[src/hw/dma_end_pkg.sv]
// Package: register map, field positions, timing counts and carriers for the DMA request engine
package dma_end_pkg;

	// ------------------------------------------------------------
	// Register offsets (byte addresses)
	// ------------------------------------------------------------
	localparam logic [4:0] OFS_CTRL   = 5'h00;
	localparam logic [4:0] OFS_GLOBAL = 5'h04;
	localparam logic [4:0] OFS_SRC    = 5'h08;
	localparam logic [4:0] OFS_DST    = 5'h0C;
	localparam logic [4:0] OFS_COUNT  = 5'h10;
	localparam logic [4:0] OFS_PSRC   = 5'h14;
	localparam logic [4:0] OFS_STATUS = 5'h18;

	// ------------------------------------------------------------
	// Field positions
	// ------------------------------------------------------------
	localparam int CB_ENABLE   = 0;
	localparam int CB_BURST    = 1;
	localparam int CB_EDGE     = 2;
	localparam int CB_RELOAD   = 3;
	localparam int CB_INT_EN   = 4;
	localparam int CB_ACK_WR   = 5;
	localparam int CB_SIZE_LO  = 6;
	localparam int CB_END_FLAG = 8;
	localparam int GB_MASTER   = 0;
	localparam int GB_NMI      = 1;
	localparam int GB_ADDR_ERR = 2;

	// ------------------------------------------------------------
	// Reset values and counts
	// ------------------------------------------------------------
	localparam logic [31:0] REG_RST     = 32'h0000_0000;
	localparam logic [1:0]  SIZE_16BYTE = 2'h3;
	localparam logic [1:0]  SAMPLE_AHEAD = 2'h2;
	localparam logic [1:0]  START_DELAY  = 2'h3;
	localparam logic [1:0]  RELOAD_LAST  = 2'h3;

	// ------------------------------------------------------------
	// Carriers
	// ------------------------------------------------------------
	typedef struct packed {
		logic        hsel;
		logic [31:0] haddr;
		logic [1:0]  htrans;
		logic        hwrite;
		logic [2:0]  hsize;
		logic [31:0] hwdata;
		logic        hready;
	} ahb_req_t;

	typedef struct packed {
		logic [31:0] hrdata;
		logic        hreadyout;
		logic        hresp;
	} ahb_rsp_t;

	typedef enum logic [4:0] {
		ST_IDLE  = 5'h01,
		ST_WAIT  = 5'h02,
		ST_READ  = 5'h04,
		ST_WRITE = 5'h08,
		ST_GAP   = 5'h10
	} phase_t;

endpackage : dma_end_pkg

[src/hw/dma_request_engine.sv]
// DMA channel: request sampling, acknowledge, source reload and ending control
//
// Register access over AHB-Lite and the register offsets were decided locally.
`timescale 1ns/10ps

module dma_request_engine
	import dma_end_pkg::*;
#(
	parameter int ACC_STATES = 2
)
(
	input  wire logic                  clk,                    // 20 MHz bus clock
	input  wire logic                  rst,                    // Async reset, high
	input  wire dma_end_pkg::ahb_req_t ahb_in,                 // AHB-Lite request
	output      dma_end_pkg::ahb_rsp_t ahb_out,                // AHB-Lite response
	input  wire logic                  xfer_request_n,         // Request pin, low active
	input  wire logic                  nmi_in,                 // NMI pin, high active
	input  wire logic                  address_error_in,       // Address error pulse
	output      logic                  chip_select_n,          // Access strobe, low
	output      logic                  xfer_acknowledge,       // Acknowledge, high
	output      logic                  end_interrupt_request,  // End interrupt
	output      logic                  bus_hold,               // DMA owns the bus
	output      logic                  dma_write,              // Write half active
	output      logic [31:0]           dma_address             // Access address
);
	import dma_end_pkg::*;

	typedef struct packed {
		phase_t      ph;
		logic [1:0]  dly;
		logic [3:0]  acc;
		logic        pend;
		logic        hunt;
		logic        brun;
		logic        edge_lat;
		logic        req_s1;
		logic        req_s2;
		logic        req_prev;
		logic        nmi_s1;
		logic        nmi_s2;
		logic        nmi_prev;
		logic        channel_enable;
		logic        burst_mode;
		logic        edge_detect;
		logic        reload_enable;
		logic        end_interrupt_enable;
		logic        ack_on_write;
		logic [1:0]  unit_size;
		logic        transfer_end_flag;
		logic        master_enable;
		logic        nmi_suspend_flag;
		logic        address_error_flag;
		logic [31:0] src;
		logic [31:0] psrc;
		logic [31:0] dst;
		logic [31:0] cnt;
		logic [1:0]  rld;
		logic        dph;
		logic [4:0]  waddr;
		logic [31:0] rdata;
		logic        cs_n;
		logic        ack;
		logic        irq;
		logic        hold;
		logic        dwr;
		logic [31:0] daddr;
	} state_t;

	localparam logic [3:0] ACC_LAST = 4'(ACC_STATES - 1);

	state_t s_ff;
	state_t nxt_s;

	// ------------------------------------------------------------
	// Helpers
	// ------------------------------------------------------------
	function automatic logic [31:0] unit_bytes(input logic [1:0] sz);
		unique case (sz)
			2'h0:    unit_bytes = 32'h0000_0001;
			2'h1:    unit_bytes = 32'h0000_0002;
			2'h2:    unit_bytes = 32'h0000_0004;
			default: unit_bytes = 32'h0000_0010;
		endcase
	endfunction : unit_bytes

	function automatic logic [31:0] read_word(input state_t v, input logic [4:0] a);
		logic [31:0] w;
		w = 32'h0000_0000;
		unique case (a)
			OFS_CTRL:
			begin
				w[CB_ENABLE]              = v.channel_enable;
				w[CB_BURST]               = v.burst_mode;
				w[CB_EDGE]                = v.edge_detect;
				w[CB_RELOAD]              = v.reload_enable;
				w[CB_INT_EN]              = v.end_interrupt_enable;
				w[CB_ACK_WR]              = v.ack_on_write;
				w[CB_SIZE_LO +: 2]        = v.unit_size;
				w[CB_END_FLAG]            = v.transfer_end_flag;
			end
			OFS_GLOBAL:
			begin
				w[GB_MASTER]              = v.master_enable;
				w[GB_NMI]                 = v.nmi_suspend_flag;
				w[GB_ADDR_ERR]            = v.address_error_flag;
			end
			OFS_SRC:    w = v.src;
			OFS_DST:    w = v.dst;
			OFS_COUNT:  w = v.cnt;
			OFS_PSRC:   w = v.psrc;
			OFS_STATUS: w = {21'h0, v.rld, v.brun, v.hunt, v.pend, 1'b0, v.ph};
			default:    w = 32'h0000_0000;
		endcase
		read_word = w;
	endfunction : read_word

	// ------------------------------------------------------------
	// Next state
	// ------------------------------------------------------------
	logic fall;
	logic stop;
	logic seen;
	logic hit;
	logic samp;
	logic accept;
	logic end_set;
	logic nmi_set;
	logic reload_on;
	logic rd_take;
	logic [31:0] wd;

	always_comb
	begin
		nxt_s     = s_ff;
		wd        = ahb_in.hwdata;
		end_set   = 1'b0;
		// Pins pass two flops before any logic looks at them
		nxt_s.req_s1   = xfer_request_n;
		nxt_s.req_s2   = s_ff.req_s1;
		nxt_s.req_prev = s_ff.req_s2;
		nxt_s.nmi_s1   = nmi_in;
		nxt_s.nmi_s2   = s_ff.nmi_s1;
		nxt_s.nmi_prev = s_ff.nmi_s2;
		nmi_set   = s_ff.nmi_s2 & ~s_ff.nmi_prev;
		reload_on = s_ff.reload_enable & (s_ff.unit_size != SIZE_16BYTE);

		// low level or latched falling edge
		fall = s_ff.req_prev & ~s_ff.req_s2;
		seen = s_ff.edge_detect ? (s_ff.edge_lat | fall) : ~s_ff.req_s2;
		stop = ~s_ff.channel_enable | ~s_ff.master_enable
			| s_ff.nmi_suspend_flag | s_ff.address_error_flag;
		// running edge burst needs no request
		hit = (s_ff.brun & s_ff.burst_mode & s_ff.edge_detect) | seen;
		samp = (s_ff.ph == ST_IDLE) | (s_ff.ph == ST_GAP) | s_ff.hunt
			| ((s_ff.ph == ST_WAIT) & (s_ff.dly == SAMPLE_AHEAD));
		accept = samp & hit & ~stop & (s_ff.cnt != 32'h0000_0000);
		nxt_s.edge_lat = (s_ff.edge_lat | fall) & ~samp;
		if (samp & stop)
			nxt_s.brun = 1'b0;

		if (s_ff.hunt)
		begin
			nxt_s.hunt = ~accept & ~stop;
			if (accept)
				nxt_s.pend = 1'b1;
		end

		unique case (s_ff.ph)
			ST_IDLE:
			begin
				nxt_s.brun = 1'b0;
				nxt_s.pend = 1'b0;
				nxt_s.hunt = 1'b0;
				if (accept)
				begin
					nxt_s.ph   = ST_WAIT;
					nxt_s.dly  = 2'h1;
					nxt_s.brun = s_ff.burst_mode & s_ff.edge_detect;
				end
			end
			ST_WAIT:
			begin
				nxt_s.dly = s_ff.dly + 2'h1;
				if (s_ff.dly == SAMPLE_AHEAD)
				begin
					nxt_s.pend = accept;
					nxt_s.hunt = ~hit & ~stop;
				end
				if (s_ff.dly == START_DELAY - 2'h1)
				begin
					nxt_s.ph  = ST_READ;
					nxt_s.acc = 4'h0;
				end
			end
			ST_READ:
			begin
				nxt_s.acc = s_ff.acc + 4'h1;
				if (s_ff.acc == ACC_LAST)
				begin
					nxt_s.ph  = ST_WRITE;
					nxt_s.acc = 4'h0;
				end
			end
			ST_WRITE:
			begin
				nxt_s.acc = s_ff.acc + 4'h1;
				if (s_ff.acc == ACC_LAST)
				begin
					nxt_s.ph  = ST_GAP;
					nxt_s.cnt = s_ff.cnt - 32'h0000_0001;
					if (reload_on & (s_ff.rld == RELOAD_LAST))
						nxt_s.src = s_ff.psrc;
					else
						nxt_s.src = s_ff.src + unit_bytes(s_ff.unit_size);
					if (reload_on)
						nxt_s.rld = s_ff.rld + 2'h1;
					if (s_ff.cnt == 32'h0000_0001)
					begin
						end_set    = 1'b1;
						nxt_s.pend = 1'b0;
						nxt_s.hunt = 1'b0;
						nxt_s.brun = 1'b0;
					end
				end
			end
			ST_GAP:
			begin
				// third sample in this idle cycle
				nxt_s.hunt = 1'b0;
				if (s_ff.pend & (s_ff.cnt != 32'h0000_0000))
				begin
					nxt_s.ph   = ST_READ;
					nxt_s.acc  = 4'h0;
					nxt_s.pend = accept;
					nxt_s.hunt = ~hit & ~stop;
				end
				else if (accept)
				begin
					nxt_s.ph   = ST_WAIT;
					nxt_s.dly  = 2'h1;
					nxt_s.pend = 1'b0;
				end
				else
				begin
					nxt_s.ph   = ST_IDLE;
					nxt_s.pend = 1'b0;
				end
			end
			default:
			begin
				nxt_s.ph   = ST_IDLE;
				nxt_s.pend = 1'b0;
				nxt_s.hunt = 1'b0;
			end
		endcase

		// ------------------------------------------------------------
		// Register writes, data phase
		// ------------------------------------------------------------
		if (s_ff.dph)
		begin
			unique case (s_ff.waddr)
				OFS_CTRL:
				begin
					nxt_s.channel_enable       = wd[CB_ENABLE];
					nxt_s.burst_mode           = wd[CB_BURST];
					nxt_s.edge_detect          = wd[CB_EDGE];
					nxt_s.reload_enable        = wd[CB_RELOAD];
					nxt_s.end_interrupt_enable = wd[CB_INT_EN];
					nxt_s.ack_on_write         = wd[CB_ACK_WR];
					nxt_s.unit_size            = wd[CB_SIZE_LO +: 2];
					// Flag clears on a written zero only
					nxt_s.transfer_end_flag    = s_ff.transfer_end_flag & wd[CB_END_FLAG];
				end
				OFS_GLOBAL:
				begin
					nxt_s.master_enable      = wd[GB_MASTER];
					nxt_s.nmi_suspend_flag   = s_ff.nmi_suspend_flag & wd[GB_NMI];
					nxt_s.address_error_flag = s_ff.address_error_flag & wd[GB_ADDR_ERR];
				end
				OFS_SRC:
				begin
					nxt_s.src  = wd;
					nxt_s.psrc = wd;
				end
				OFS_DST:   nxt_s.dst = wd;
				OFS_COUNT: nxt_s.cnt = wd;
				default:   nxt_s.dst = nxt_s.dst;
			endcase
		end

		// Hardware sets win over a same-cycle clear
		if (end_set)
			nxt_s.transfer_end_flag = 1'b1;
		if (nmi_set)
			nxt_s.nmi_suspend_flag = 1'b1;
		if (address_error_in)
			nxt_s.address_error_flag = 1'b1;
		// reload counter back to zero
		// Held while a suspend flag stands: late units leave no stale count
		if (~s_ff.master_enable | ~s_ff.channel_enable | end_set
			| nmi_set | address_error_in
			| s_ff.nmi_suspend_flag | s_ff.address_error_flag)
			nxt_s.rld = 2'h0;

		// ------------------------------------------------------------
		// Address phase; read data reflects writes just applied
		// ------------------------------------------------------------
		rd_take     = ahb_in.hsel & ahb_in.htrans[1] & ahb_in.hready & ~ahb_in.hwrite;
		nxt_s.dph   = ahb_in.hsel & ahb_in.htrans[1] & ahb_in.hready & ahb_in.hwrite;
		nxt_s.waddr = ahb_in.haddr[4:0];
		nxt_s.rdata = rd_take ? read_word(nxt_s, ahb_in.haddr[4:0]) : 32'h0000_0000;

		// ------------------------------------------------------------
		// Registered outputs
		// ------------------------------------------------------------
		nxt_s.cs_n  = ~((nxt_s.ph == ST_READ) | (nxt_s.ph == ST_WRITE));
		nxt_s.ack   = nxt_s.ack_on_write ? (nxt_s.ph == ST_WRITE)
			: (nxt_s.ph == ST_READ);
		nxt_s.dwr   = nxt_s.ph == ST_WRITE;
		nxt_s.daddr = (nxt_s.ph == ST_WRITE) ? nxt_s.dst : nxt_s.src;
		// Cycle steal hands the bus back in the gap
		nxt_s.hold  = (nxt_s.ph != ST_IDLE)
			& ~((nxt_s.ph == ST_GAP) & ~nxt_s.burst_mode);
		nxt_s.irq   = nxt_s.transfer_end_flag & nxt_s.end_interrupt_enable;
	end

	// ------------------------------------------------------------
	// State register
	// ------------------------------------------------------------
	always_ff @(posedge clk or posedge rst)
	begin
		if (rst)
		begin
			s_ff          <= '0;
			s_ff.ph       <= ST_IDLE;
			s_ff.req_s1   <= 1'b1;
			s_ff.req_s2   <= 1'b1;
			s_ff.req_prev <= 1'b1;
			s_ff.src      <= REG_RST;
			s_ff.cs_n     <= 1'b1;
		end
		else
			s_ff <= nxt_s;
	end

	assign ahb_out.hrdata    = s_ff.rdata;
	assign ahb_out.hreadyout = 1'b1;
	assign ahb_out.hresp     = 1'b0;
	assign chip_select_n         = s_ff.cs_n;
	assign xfer_acknowledge      = s_ff.ack;
	assign end_interrupt_request = s_ff.irq;
	assign bus_hold              = s_ff.hold;
	assign dma_write             = s_ff.dwr;
	assign dma_address           = s_ff.daddr;

endmodule : dma_request_engine

[config.mk]
export PLATFORM = sky130hd
export DESIGN_NAME = dma_request_engine
export DESIGN_NICKNAME = d
export VERILOG_FILES = /design/src/hw/dma_end_pkg.sv /design/src/hw/dma_request_engine.sv
export SDC_FILE = /design/constraint.sdc
export NUM_CORES = 1
export LEC_CHECK = 0
export BUFFER_PORTS_ARGS = -buffer_cell sky130_fd_sc_hd__clkbuf_2
export CORE_MARGIN = 2
export CORE_UTILIZATION = 59
export DETAILED_ROUTE_END_ITERATION = 10
export GPL_TIMING_DRIVEN = 0
export PLACE_DENSITY = 0.8
export SLEW_MARGIN = 25
export SYNTH_ARGS = -nofsm -noshare
export SYNTH_HDL_FRONTEND = slang
export SYNTH_SLANG_ARGS = --single-unit
[constraint.sdc]
create_clock -name clk -period 7.65 [get_ports clk]
set_input_delay 0.3825 -clock clk [delete_from_list [all_inputs] [get_ports clk]]
set_output_delay 0.3825 -clock clk [all_outputs]
set_load 0.05 [all_outputs]
==> metrics.log, run 1 <==
[metrics] Syn Nets: 1,453
[metrics] Cell Area, Placed: 13,700 um^2
[metrics] proportion of register bits with asynchronous set or reset after synthesis: 100%
[metrics] sort of element at the start of the critical path: register
[metrics] worst slew margin relative to its limit: 24.0%
[metrics] antenna violations before repair: 1
[metrics] Detail Placement HPWL: 33.5 mm
[metrics] combinational share of power: 9.7%
[metrics] fraction of the yosys area taken by sequential cells: 46.9%
[metrics] GRT Total Usage: a little over two fifths
[metrics] total detailed-routing wirelength: 47.5 mm
[metrics] cell with the largest stage delay on the worst path: sky130_fd_sc_hd__nor4b_1
[metrics] Post-Synthesis Mean Instance Area: 9.32 um^2
[metrics] clock root cell: sky130_fd_sc_hd__clkbuf_16
[metrics] I/O Buffers: 114
[metrics] floorplan row count: 53
[metrics] cell depth of the worst min-delay path: 1
[metrics] CP Capture Type: register
[metrics] DR vias/cell: 6.59
[metrics] switching power as a share of total power: 26.1%
[metrics] vias in the first global route: 11,400
[metrics] Internal Pwr Total: 2190 uW
[metrics] fill count: approximately 1,700
[metrics] Max rail drop VDD: ~0.00018 V
[metrics] endpoint with the worst hold slack: s_ff[69]$_DFF_PP0_
[metrics] pin count of the biggest net entering global routing: around 100
[metrics] commonest register cell after synthesis: sky130_fd_sc_hd__dfrtp_1
[metrics] die outline height: ~150 um
[metrics] crit path max fanout: 10
[metrics] detail-routed net length per standard cell: 26.3 um
[metrics] share of the synthesized area in the top cell type: 45.8%
[metrics] pin slew with the least headroom to its limit: ~1100 ps
[metrics] core outline area: about 21,000 um^2
[metrics] cell taking the most area after synthesis: sky130_fd_sc_hd__dfrtp_1
[metrics] H-tree depth: 1
[metrics] share of the cycle needed by the critical path after routing: 56.2%
[metrics] TritonCTS Buffers: 26
[metrics] number of placed I/O pins: 148
[metrics] number of max-slew violations in the final report: 0
[metrics] worst-case clock skew: 22.5 ps
[metrics] classification of the worst setup path: reg -> reg
[metrics] Max Freq: between 200 and 250 MHz
[metrics] number of enable flip-flop cells after synthesis: 0
[metrics] Synth Instances: around 1,400
[metrics] flop2flop setup slack: around 3300 ps
[metrics] Worst Hold Launch: ahb_in[39]
[metrics] clock-pin transition on the worst setup and hold timing paths: 60 ps
[metrics] area used by multi-input combinational logic: 5800 um^2
[metrics] number of antenna-violating nets in the routed design: 0
[metrics] switching power: 773 uW
[metrics] router iterations before antenna repair: 7
[metrics] area of the die: 22,700 um^2
[metrics] crit path DAT: 4660 ps
[metrics] Clk network pwr share: 44.2%
[metrics] Sink Count: approximately 240
[metrics] final setup violation count: 0
[metrics] setup slack of the critical path after layout: 3350 ps
[metrics] data required time of the worst path: 8010 ps
[metrics] number of diodes: 0
[metrics] length in cells of the worst reg-to-reg path: 9
[metrics] Final Instance Area: around 15,000 um^2
[metrics] Yosys warnings: 0
[metrics] layout cells sized above 1: between 10% and 20%
[metrics] longest individual stage delay on the worst path: around 760 ps
[metrics] Gates resized, CTS repair: 0
[metrics] global route overflow: 0
[metrics] Seq cells post-synth: between 200 and 250
[metrics] reg-to-reg critical path endpoint: ahb_out[2]$_DFF_PP0_
[metrics] Initial Utilization: 60.3%
[metrics] Die Span X: 151 um
[metrics] Netlist cell types: 77
[metrics] delay-heaviest family, CP: buffers and inverters
[metrics] net count reported at finish: 1,601
[metrics] power density over the cells: 202 nW/um^2
[metrics] area of the mapped netlist: 12,700 um^2
[metrics] via total after detailed routing: 11,900
[metrics] Leak Pwr: ~0.0065 uW
[metrics] Area contributors post-synth: sky130_fd_sc_hd__dfrtp_1 46%, sky130_fd_sc_hd__nand2_1 4.8%, sky130_fd_sc_hd__buf_4 4.0%
[metrics] drt drc: 0
[metrics] CTS tree: yes
[metrics] number of hold violations in the final report: 0
[metrics] sequential standard cell area: 5960 um^2
[metrics] most frequent cell on the critical path: sky130_fd_sc_hd__buf_2
[metrics] worst min-delay path category: in -> reg
[metrics] Final Critical Period: 4300 ps
[metrics] outcome: complete, no violations
[metrics] CP Cell Sequence: nor4b_1, and3_1, clkbuf_1, buf_2, buf_2, mux2i_1, inv_1, a222oi_1, a31oi_1
[metrics] Setup WS pre-CTS: 3620 ps
[metrics] total buffers and inverters traversed by the critical path: 4
[metrics] unrepaired setup endpoints after global routing: false
[metrics] max-cap viol count: 0
[metrics] Bufs on Longest Clock Path: 3
[metrics] last weighted congestion value of the routability-driven placer: between 1 and 1.5
[metrics] launching point of the worst reg2reg path: s_ff[73]$_DFF_PP0_
[metrics] global-route wire length before repair: 70.1 mm
[metrics] iteration-0 DRC count of the detailed router: 1,846
[metrics] Synth-to-Final Area Change: 15.0%
[metrics] latest clock arrival within the worst-skew pair: 550 ps
[metrics] portion of total power attributed to sequential cells: 46.2%
[metrics] total power after layout: roughly 3000 uW
## power by group through the flow
stage / sequential, uW / combinational [uW] / clock [uW]
after floorplan: 1370 / 179 / 0
after global placement: 1380 / 265 / 0
after detailed placement: 1380 / 274 / 0
after CTS: 1360 / 277 / 1310
after global routing: 1370 / 306 / 1360
final: 1370 / 287 / 1310
## worst max-delay path by stage
stage / start / slack, ps / to / cells after the start
floorplan: rst / 740 / ahb_out[10]$_DFF_PP0_ / 1
global placement: rst / -1710 / s_ff[129]$_DFF_PP0_ / 2
detailed placement: s_ff[73]$_DFF_PP0_ / 3620 / ahb_out[2]$_DFF_PP0_ / 9
CTS: s_ff[73]$_DFF_PP0_ / 3570 / ahb_out[2]$_DFF_PP0_ / 9
global route: s_ff[73]$_DFF_PP0_ / 3360 / ahb_out[2]$_DFF_PP0_ / 9
finish: s_ff[73]$_DFF_PP0_ / 3350 / ahb_out[2]$_DFF_PP0_ / 9
## per-stage QoR
step | util, % | TNS (ps) | hold WS (ps) | cells
2_1_floorplan | - | 0 | 331 | 1364
3_3_place_gp | 64.6 | -394070 | 345 | 1753
3_5_place_dp | 65.0 | 0 | 337 | 1755
4_1_cts | 69.4 | 0 | 21.0 | 1807
5_1_grt | 69.4 | 0 | 25.7 | 1807
6_report | 69.4 | 0 | 20.9 | 1807
## timing repair
action,CTS,global route
setup buffers,0,0
endpoints found under the hold margin,55,0
hold buffers,4,0
## synth_stat cells (4+ instances only)
cell                       instances
sky130_fd_sc_hd__nand4b_1          4
sky130_fd_sc_hd__and3_1           18
sky130_fd_sc_hd__mux2i_1          40
sky130_fd_sc_hd__o21ai_0          60
sky130_fd_sc_hd__nor3b_1           8
sky130_fd_sc_hd__o221ai_1          8
sky130_fd_sc_hd__a21o_1           11
sky130_fd_sc_hd__nand3_1          38
sky130_fd_sc_hd__nor4_1           15
sky130_fd_sc_hd__nand2b_1         16
sky130_fd_sc_hd__xnor2_1          19
sky130_fd_sc_hd__dfrtp_1         233
sky130_fd_sc_hd__nand2_1         163
sky130_fd_sc_hd__o22ai_1           6
sky130_fd_sc_hd__o211ai_1          8
sky130_fd_sc_hd__o31ai_1          13
sky130_fd_sc_hd__nor2_1          128
sky130_fd_sc_hd__or4_1             6
sky130_fd_sc_hd__nand3b_1          9
sky130_fd_sc_hd__and4_1            6
sky130_fd_sc_hd__dfstp_2           5
sky130_fd_sc_hd__a22o_1            9
sky130_fd_sc_hd__o221a_2           4
sky130_fd_sc_hd__inv_1            53
sky130_fd_sc_hd__nand4_1          18
sky130_fd_sc_hd__buf_1             6
sky130_fd_sc_hd__mux2_2           36
sky130_fd_sc_hd__nor2b_1           5
sky130_fd_sc_hd__a211oi_1         12
sky130_fd_sc_hd__o21a_1            7
sky130_fd_sc_hd__a221oi_1         24
sky130_fd_sc_hd__xor2_1           17
sky130_fd_sc_hd__clkbuf_1         55
sky130_fd_sc_hd__a21oi_1          91
sky130_fd_sc_hd__or3_1             7
sky130_fd_sc_hd__a22oi_1           9
sky130_fd_sc_hd__nor3_1           28
sky130_fd_sc_hd__ha_1             11
sky130_fd_sc_hd__a221o_1           4
sky130_fd_sc_hd__buf_2             6
sky130_fd_sc_hd__a31oi_1          11
sky130_fd_sc_hd__buf_4            67
sky130_fd_sc_hd__or2_2             6
sky130_fd_sc_hd__and2_1            8
## registers in the layout, summed over array words and instances, names as in the netlist
register               cells
xfer_acknowledge           1
ahb_out                   32
chip_select_n              1
nxt_s                      4
dma_address               32
dma_write                  1
s_ff                     165
end_interrupt_request      1
bus_hold                   1
## logic make-up after synthesis
kind of cell	Yosys count	synth area share [%]
and+or+nand+nor	497	18.9
other	2	0.0591
xor gates and xnor gates	36	2.48
buffers and inverters	188	7.63
adders and majority gates	12	1.24
AOI/OAI and AO/OA	315	16.5
muxes	76	6.34
DFF	238	46.9
## worst register-to-register path: stages, from the launching register on
cell                       delay, ps
sky130_fd_sc_hd__dfrtp_1         410
sky130_fd_sc_hd__nor4b_1         760
sky130_fd_sc_hd__and3_1          260
sky130_fd_sc_hd__clkbuf_1        440
sky130_fd_sc_hd__buf_2           530
sky130_fd_sc_hd__buf_2           580
sky130_fd_sc_hd__mux2i_1         300
sky130_fd_sc_hd__inv_1            80
sky130_fd_sc_hd__a222oi_1        570
sky130_fd_sc_hd__a31oi_1         210
## cell usage in the layout (no fill, tap or decap), types with 38 or more instances in the layout
master and instances:
sky130_fd_sc_hd__nand2_1 163, sky130_fd_sc_hd__nor2_1 127, sky130_fd_sc_hd__clkbuf_2 114, sky130_fd_sc_hd__nand3_1 38, sky130_fd_sc_hd__buf_4 67, sky130_fd_sc_hd__a21oi_1 91
sky130_fd_sc_hd__clkbuf_1 63, sky130_fd_sc_hd__inv_1 52, sky130_fd_sc_hd__dfrtp_1 233, sky130_fd_sc_hd__mux2i_1 40, sky130_fd_sc_hd__o21ai_0 60
## layer usage
layer	global-route usage (%)	wire length [um]
met4	20.7	2760
met1	57.7	18000
met5	2.27	57
met3	12.8	6710
met2	61.5	19900
## cell type report
type,count,share of cell area [%]
inverter,53,1.41
tap,275,2.35
buffer,135,5.28
sequential,238,40.8
timing repair buffer,120,4.55
clock inverter,10,0.881
clock buffer,38,5.11
multi-input combinational,938,39.7
(Power assumes the default switching activity.)
==> run 2, diff against run 1 <==
Settings changed: ABC_AREA from default to 1, CORE_UTILIZATION 59 to 60.
Clock period 7.65 ns to 4.2 ns, I/O delays scaled along.
==> run 2 against run 1 <==
Effect of this change: synthesized cell count up 37%; non-clock buffer count up 2; setup slack worse by 2200 ps; global-route usage down 2.7 points; core utilization up 0.76 points; critical path type unchanged; critical endpoint is now ahb_out[26]$_DFF_PP0_.
==> metrics.log, run 2 <==
[metrics] synthesized-area fraction occupied by xor and xnor cells: 0.898%
[metrics] floorplan row count: 55
[metrics] pin count of the biggest net entering global routing: 34
[metrics] proportion of register bits with asynchronous set or reset after synthesis: 100%
[metrics] synthesized-area fraction occupied by and/or/nand/nor cells: 29.0%
[metrics] Bufs on Longest Clock Path: 3
[metrics] CTS tree: yes
[metrics] drt drc: 0
[metrics] cell taking the most area after synthesis: sky130_fd_sc_hd__dfrtp_1
[metrics] synthesized-area fraction occupied by ao, oa, aoi and oai cells: 12.0%
[metrics] number of antenna-violating nets in the routed design: 0
[metrics] mux share of post-synthesis cell area: less than 1%
[metrics] adder and majority cell fraction of the synthesized area: 1.15%
[metrics] Post-Synthesis Mean Instance Area: 7.33 um^2
[metrics] layout cells sized above 1: between 10% and 20%
[metrics] unrepaired setup endpoints after global routing: false
[metrics] crit path DAT: 3380 ps
[metrics] I/O Buffers: between 100 and 150
[metrics] power density over the cells: 366 nW/um^2
[metrics] library cell with the highest instance count after synthesis: sky130_fd_sc_hd__nand2_1
[metrics] number of max-slew violations in the final report: 0
[metrics] net count reported at finish: 2,117
[metrics] router iterations before antenna repair: 5
[metrics] Area contributors post-synth: sky130_fd_sc_hd__dfrtp_1 43%, sky130_fd_sc_hd__nand2_1 15%, sky130_fd_sc_hd__inv_1 7.3%
[metrics] Sink Count: 238
[metrics] area of the die: 24,000 um^2
[metrics] latest clock arrival within the worst-skew pair: between 500 and 600 ps
[metrics] pin slew with the least headroom to its limit: between 800 and 900 ps
[metrics] total power after layout: 5780 uW
[metrics] fraction of the yosys area taken by sequential cells: 43.6%
[metrics] Syn Nets: roughly 2,000
[metrics] classification of the worst setup path: reg -> reg
[metrics] Worst Hold Launch: ahb_in[31]
[metrics] flop2flop setup slack: 1190 ps
[metrics] sort of element at the start of the critical path: register
[metrics] reg-to-reg critical path endpoint: ahb_out[26]$_DFF_PP0_
[metrics] Netlist cell types: between 50 and 60
[metrics] number of standard cells in the layout, taps in and fillers out: 2,333
[metrics] via total after detailed routing: 13,400
[metrics] number of placed I/O pins: 148
[metrics] H-tree depth: 1
[metrics] DR vias/cell: 5.73
[metrics] number of enable flip-flop cells after synthesis: 0
[metrics] share of the cycle needed by the critical path after routing: 71.8%
[metrics] detail-routed net length per standard cell: 20.3 um
[metrics] vias in the first global route: between 10,000 and 15,000
[metrics] utilization of the core after routing: 70.1%
[metrics] Yosys warnings: 0
[metrics] Die Span X: 155 um
[metrics] buffers inserted by post-CTS timing repair: 0
[metrics] total detailed-routing wirelength: 47.4 mm
[metrics] largest register by flop count: s_ff
[metrics] most common library cell in the layout ignoring fill and taps: sky130_fd_sc_hd__nand2_1
[metrics] Seq cells post-synth: 238
[metrics] endpoint with the worst hold slack: s_ff[139]$_DFF_PP0_
[metrics] Final Critical Period: 3010 ps
[metrics] die outline height: 155 um
[metrics] clock-pin transition on the worst setup and hold timing paths: around 60 ps
[metrics] top cell types by occurrence after synthesis: 529 x sky130_fd_sc_hd__nand2_1, 264 x sky130_fd_sc_hd__inv_1, 233 x sky130_fd_sc_hd__dfrtp_1
[metrics] Synth Instances: 1,864
[metrics] global-route wire length before repair: 71.7 mm
[metrics] Synth-to-Final Area Change: 15.5%
[metrics] commonest register cell after synthesis: sky130_fd_sc_hd__dfrtp_1
[metrics] clock root cell: sky130_fd_sc_hd__clkbuf_16
[metrics] Gates resized, CTS repair: 0
[metrics] worst min-delay path category: in -> reg
[metrics] CP Capture Type: register
[metrics] Max Freq: 332 MHz
[metrics] Detail Placement HPWL: 36.7 mm
[metrics] length in cells of the worst reg-to-reg path: 16
[metrics] core outline area: ~23,000 um^2
[metrics] iteration-0 DRC count of the detailed router: about 1,500
[metrics] Max rail drop VDD: 0.000330 V
[metrics] antenna violations before repair: 2
[metrics] number of hold violations in the final report: 0
[metrics] GRT Total Usage: 39.6%
[metrics] Leak Pwr: approximately 0.0085 uW
[metrics] launching point of the worst reg2reg path: s_ff[209]$_DFF_PP0_
[metrics] crit path max fanout: 5
[metrics] worst-case clock skew: 16.0 ps
[metrics] data required time of the worst path: 4570 ps
[metrics] outcome: complete, no violations
[metrics] cell depth of the worst min-delay path: 3
[metrics] share of the synthesized area in the top cell type: 42.7%
[metrics] cell total after placement: 2,271
[metrics] final setup violation count: 0
[metrics] global route overflow: 0
[metrics] Initial Utilization: 60.7%
[metrics] worst slew margin relative to its limit: 45.6%
[metrics] TritonCTS Buffers: 26
[metrics] area of the mapped netlist: between 10,000 and 15,000 um^2
[metrics] max-cap viol count: 0
[metrics] dominant combinational cell family by area after synthesis: simple AND/OR/NAND/NOR gates
[metrics] flip-flop count of the largest register, all copies and words added: 165
[metrics] most frequent cells in the layout: 529 x sky130_fd_sc_hd__nand2_1, 263 x sky130_fd_sc_hd__inv_1, 233 x sky130_fd_sc_hd__dfrtp_1
[metrics] last weighted congestion value of the routability-driven placer: 0.996
## run 2: area by class of cell
type | count | area (um^2)
inverter | 269 | 1010
buffer | 121 | 792
tap | 285 | 357
fill | 1920 | 6720
antenna | 1 | 2.50
clock buffer | 38 | 777
clock inverter | 9 | 98.8
multi-input combinational | 1236 | 5900
sequential | 238 | 5960
timing repair buffer | 136 | 878
## run 2: report_power, final
part / internal (uW) / total, uW / switching, uW
Combinational: 261 / 866 / 605
Sequential: 2440 / 2550 / 108
Clock: 1400 / 2370 / 966
## run 2: timing repair
item,in CTS,in global routing
endpoints found under the hold margin,109,0
hold buffers,14,0
endpoints found under the setup margin,0,0
## run 2: logic make-up after synthesis
logic type / after synthesis
mux: 1
fa+ha+maj: 12
buf+inv: 390
xor+xnor: 14
simple gates: 911
compound gates: 296
other cells: 2
flops: 238
## run 2: worst max-delay path by stage
| stage | from | end | slack [ps] | depth (start not counted) |
|---|---|---|---|---|
| after detailed placement | s_ff[209]$_DFF_PP0_ | ahb_out[26]$_DFF_PP0_ | 1260 | 16 |
| after CTS | s_ff[209]$_DFF_PP0_ | ahb_out[26]$_DFF_PP0_ | 1240 | 16 |
| final | s_ff[209]$_DFF_PP0_ | ahb_out[26]$_DFF_PP0_ | 1190 | 16 |
| after floorplan | rst | ahb_out[10]$_DFF_PP0_ | 870 | 1 |
| after global placement | rst | s_ff[104]$_DFF_PP0_ | -510 | 2 |
| after global routing | s_ff[209]$_DFF_PP0_ | ahb_out[26]$_DFF_PP0_ | 1050 | 16 |
## run 2: metrics by stage
step | hold slack (ps) | TNS [ps] | setup slack [ps] | instance area, um^2
2_1_floorplan | 214 | 0 | 874 | 13700
3_3_place_gp | 299 | -114090 | -514 | 14600
3_5_place_dp | 202 | 0 | 1260 | 14800
4_1_cts | 0.994 | 0 | 1240 | 15800
5_1_grt | 5.41 | 0 | 1050 | 15800
6_report | 8.14 | 0 | 1190 | 15800
## run 2: worst max-delay path, stage by stage (launching register included)
cell	delay, ps
sky130_fd_sc_hd__dfrtp_1	430
sky130_fd_sc_hd__nor2_1	140
sky130_fd_sc_hd__ha_1	250
sky130_fd_sc_hd__inv_1	80
sky130_fd_sc_hd__fa_1	480
sky130_fd_sc_hd__o21ai_2	280
sky130_fd_sc_hd__nand2_1	100
sky130_fd_sc_hd__nand2_1	120
sky130_fd_sc_hd__nand2_1	120
sky130_fd_sc_hd__nand2_1	70
sky130_fd_sc_hd__nand2_1	60
sky130_fd_sc_hd__o21ai_0	190
sky130_fd_sc_hd__nand2_1	130
sky130_fd_sc_hd__nand3_1	100
sky130_fd_sc_hd__nand2_1	90
sky130_fd_sc_hd__a21oi_1	120
sky130_fd_sc_hd__nor2_1	100
## run 2: layer usage
metal	share of wire [%]	GRT usage, %	wire (um)	up-vias
li1	-	-	-	6149
met1	40	54.2	18900	6329
met2	45	62.2	21300	728
met3	11	7.72	5030	167
met4	4.8	16.5	2280	0
met5	0	0	0	-
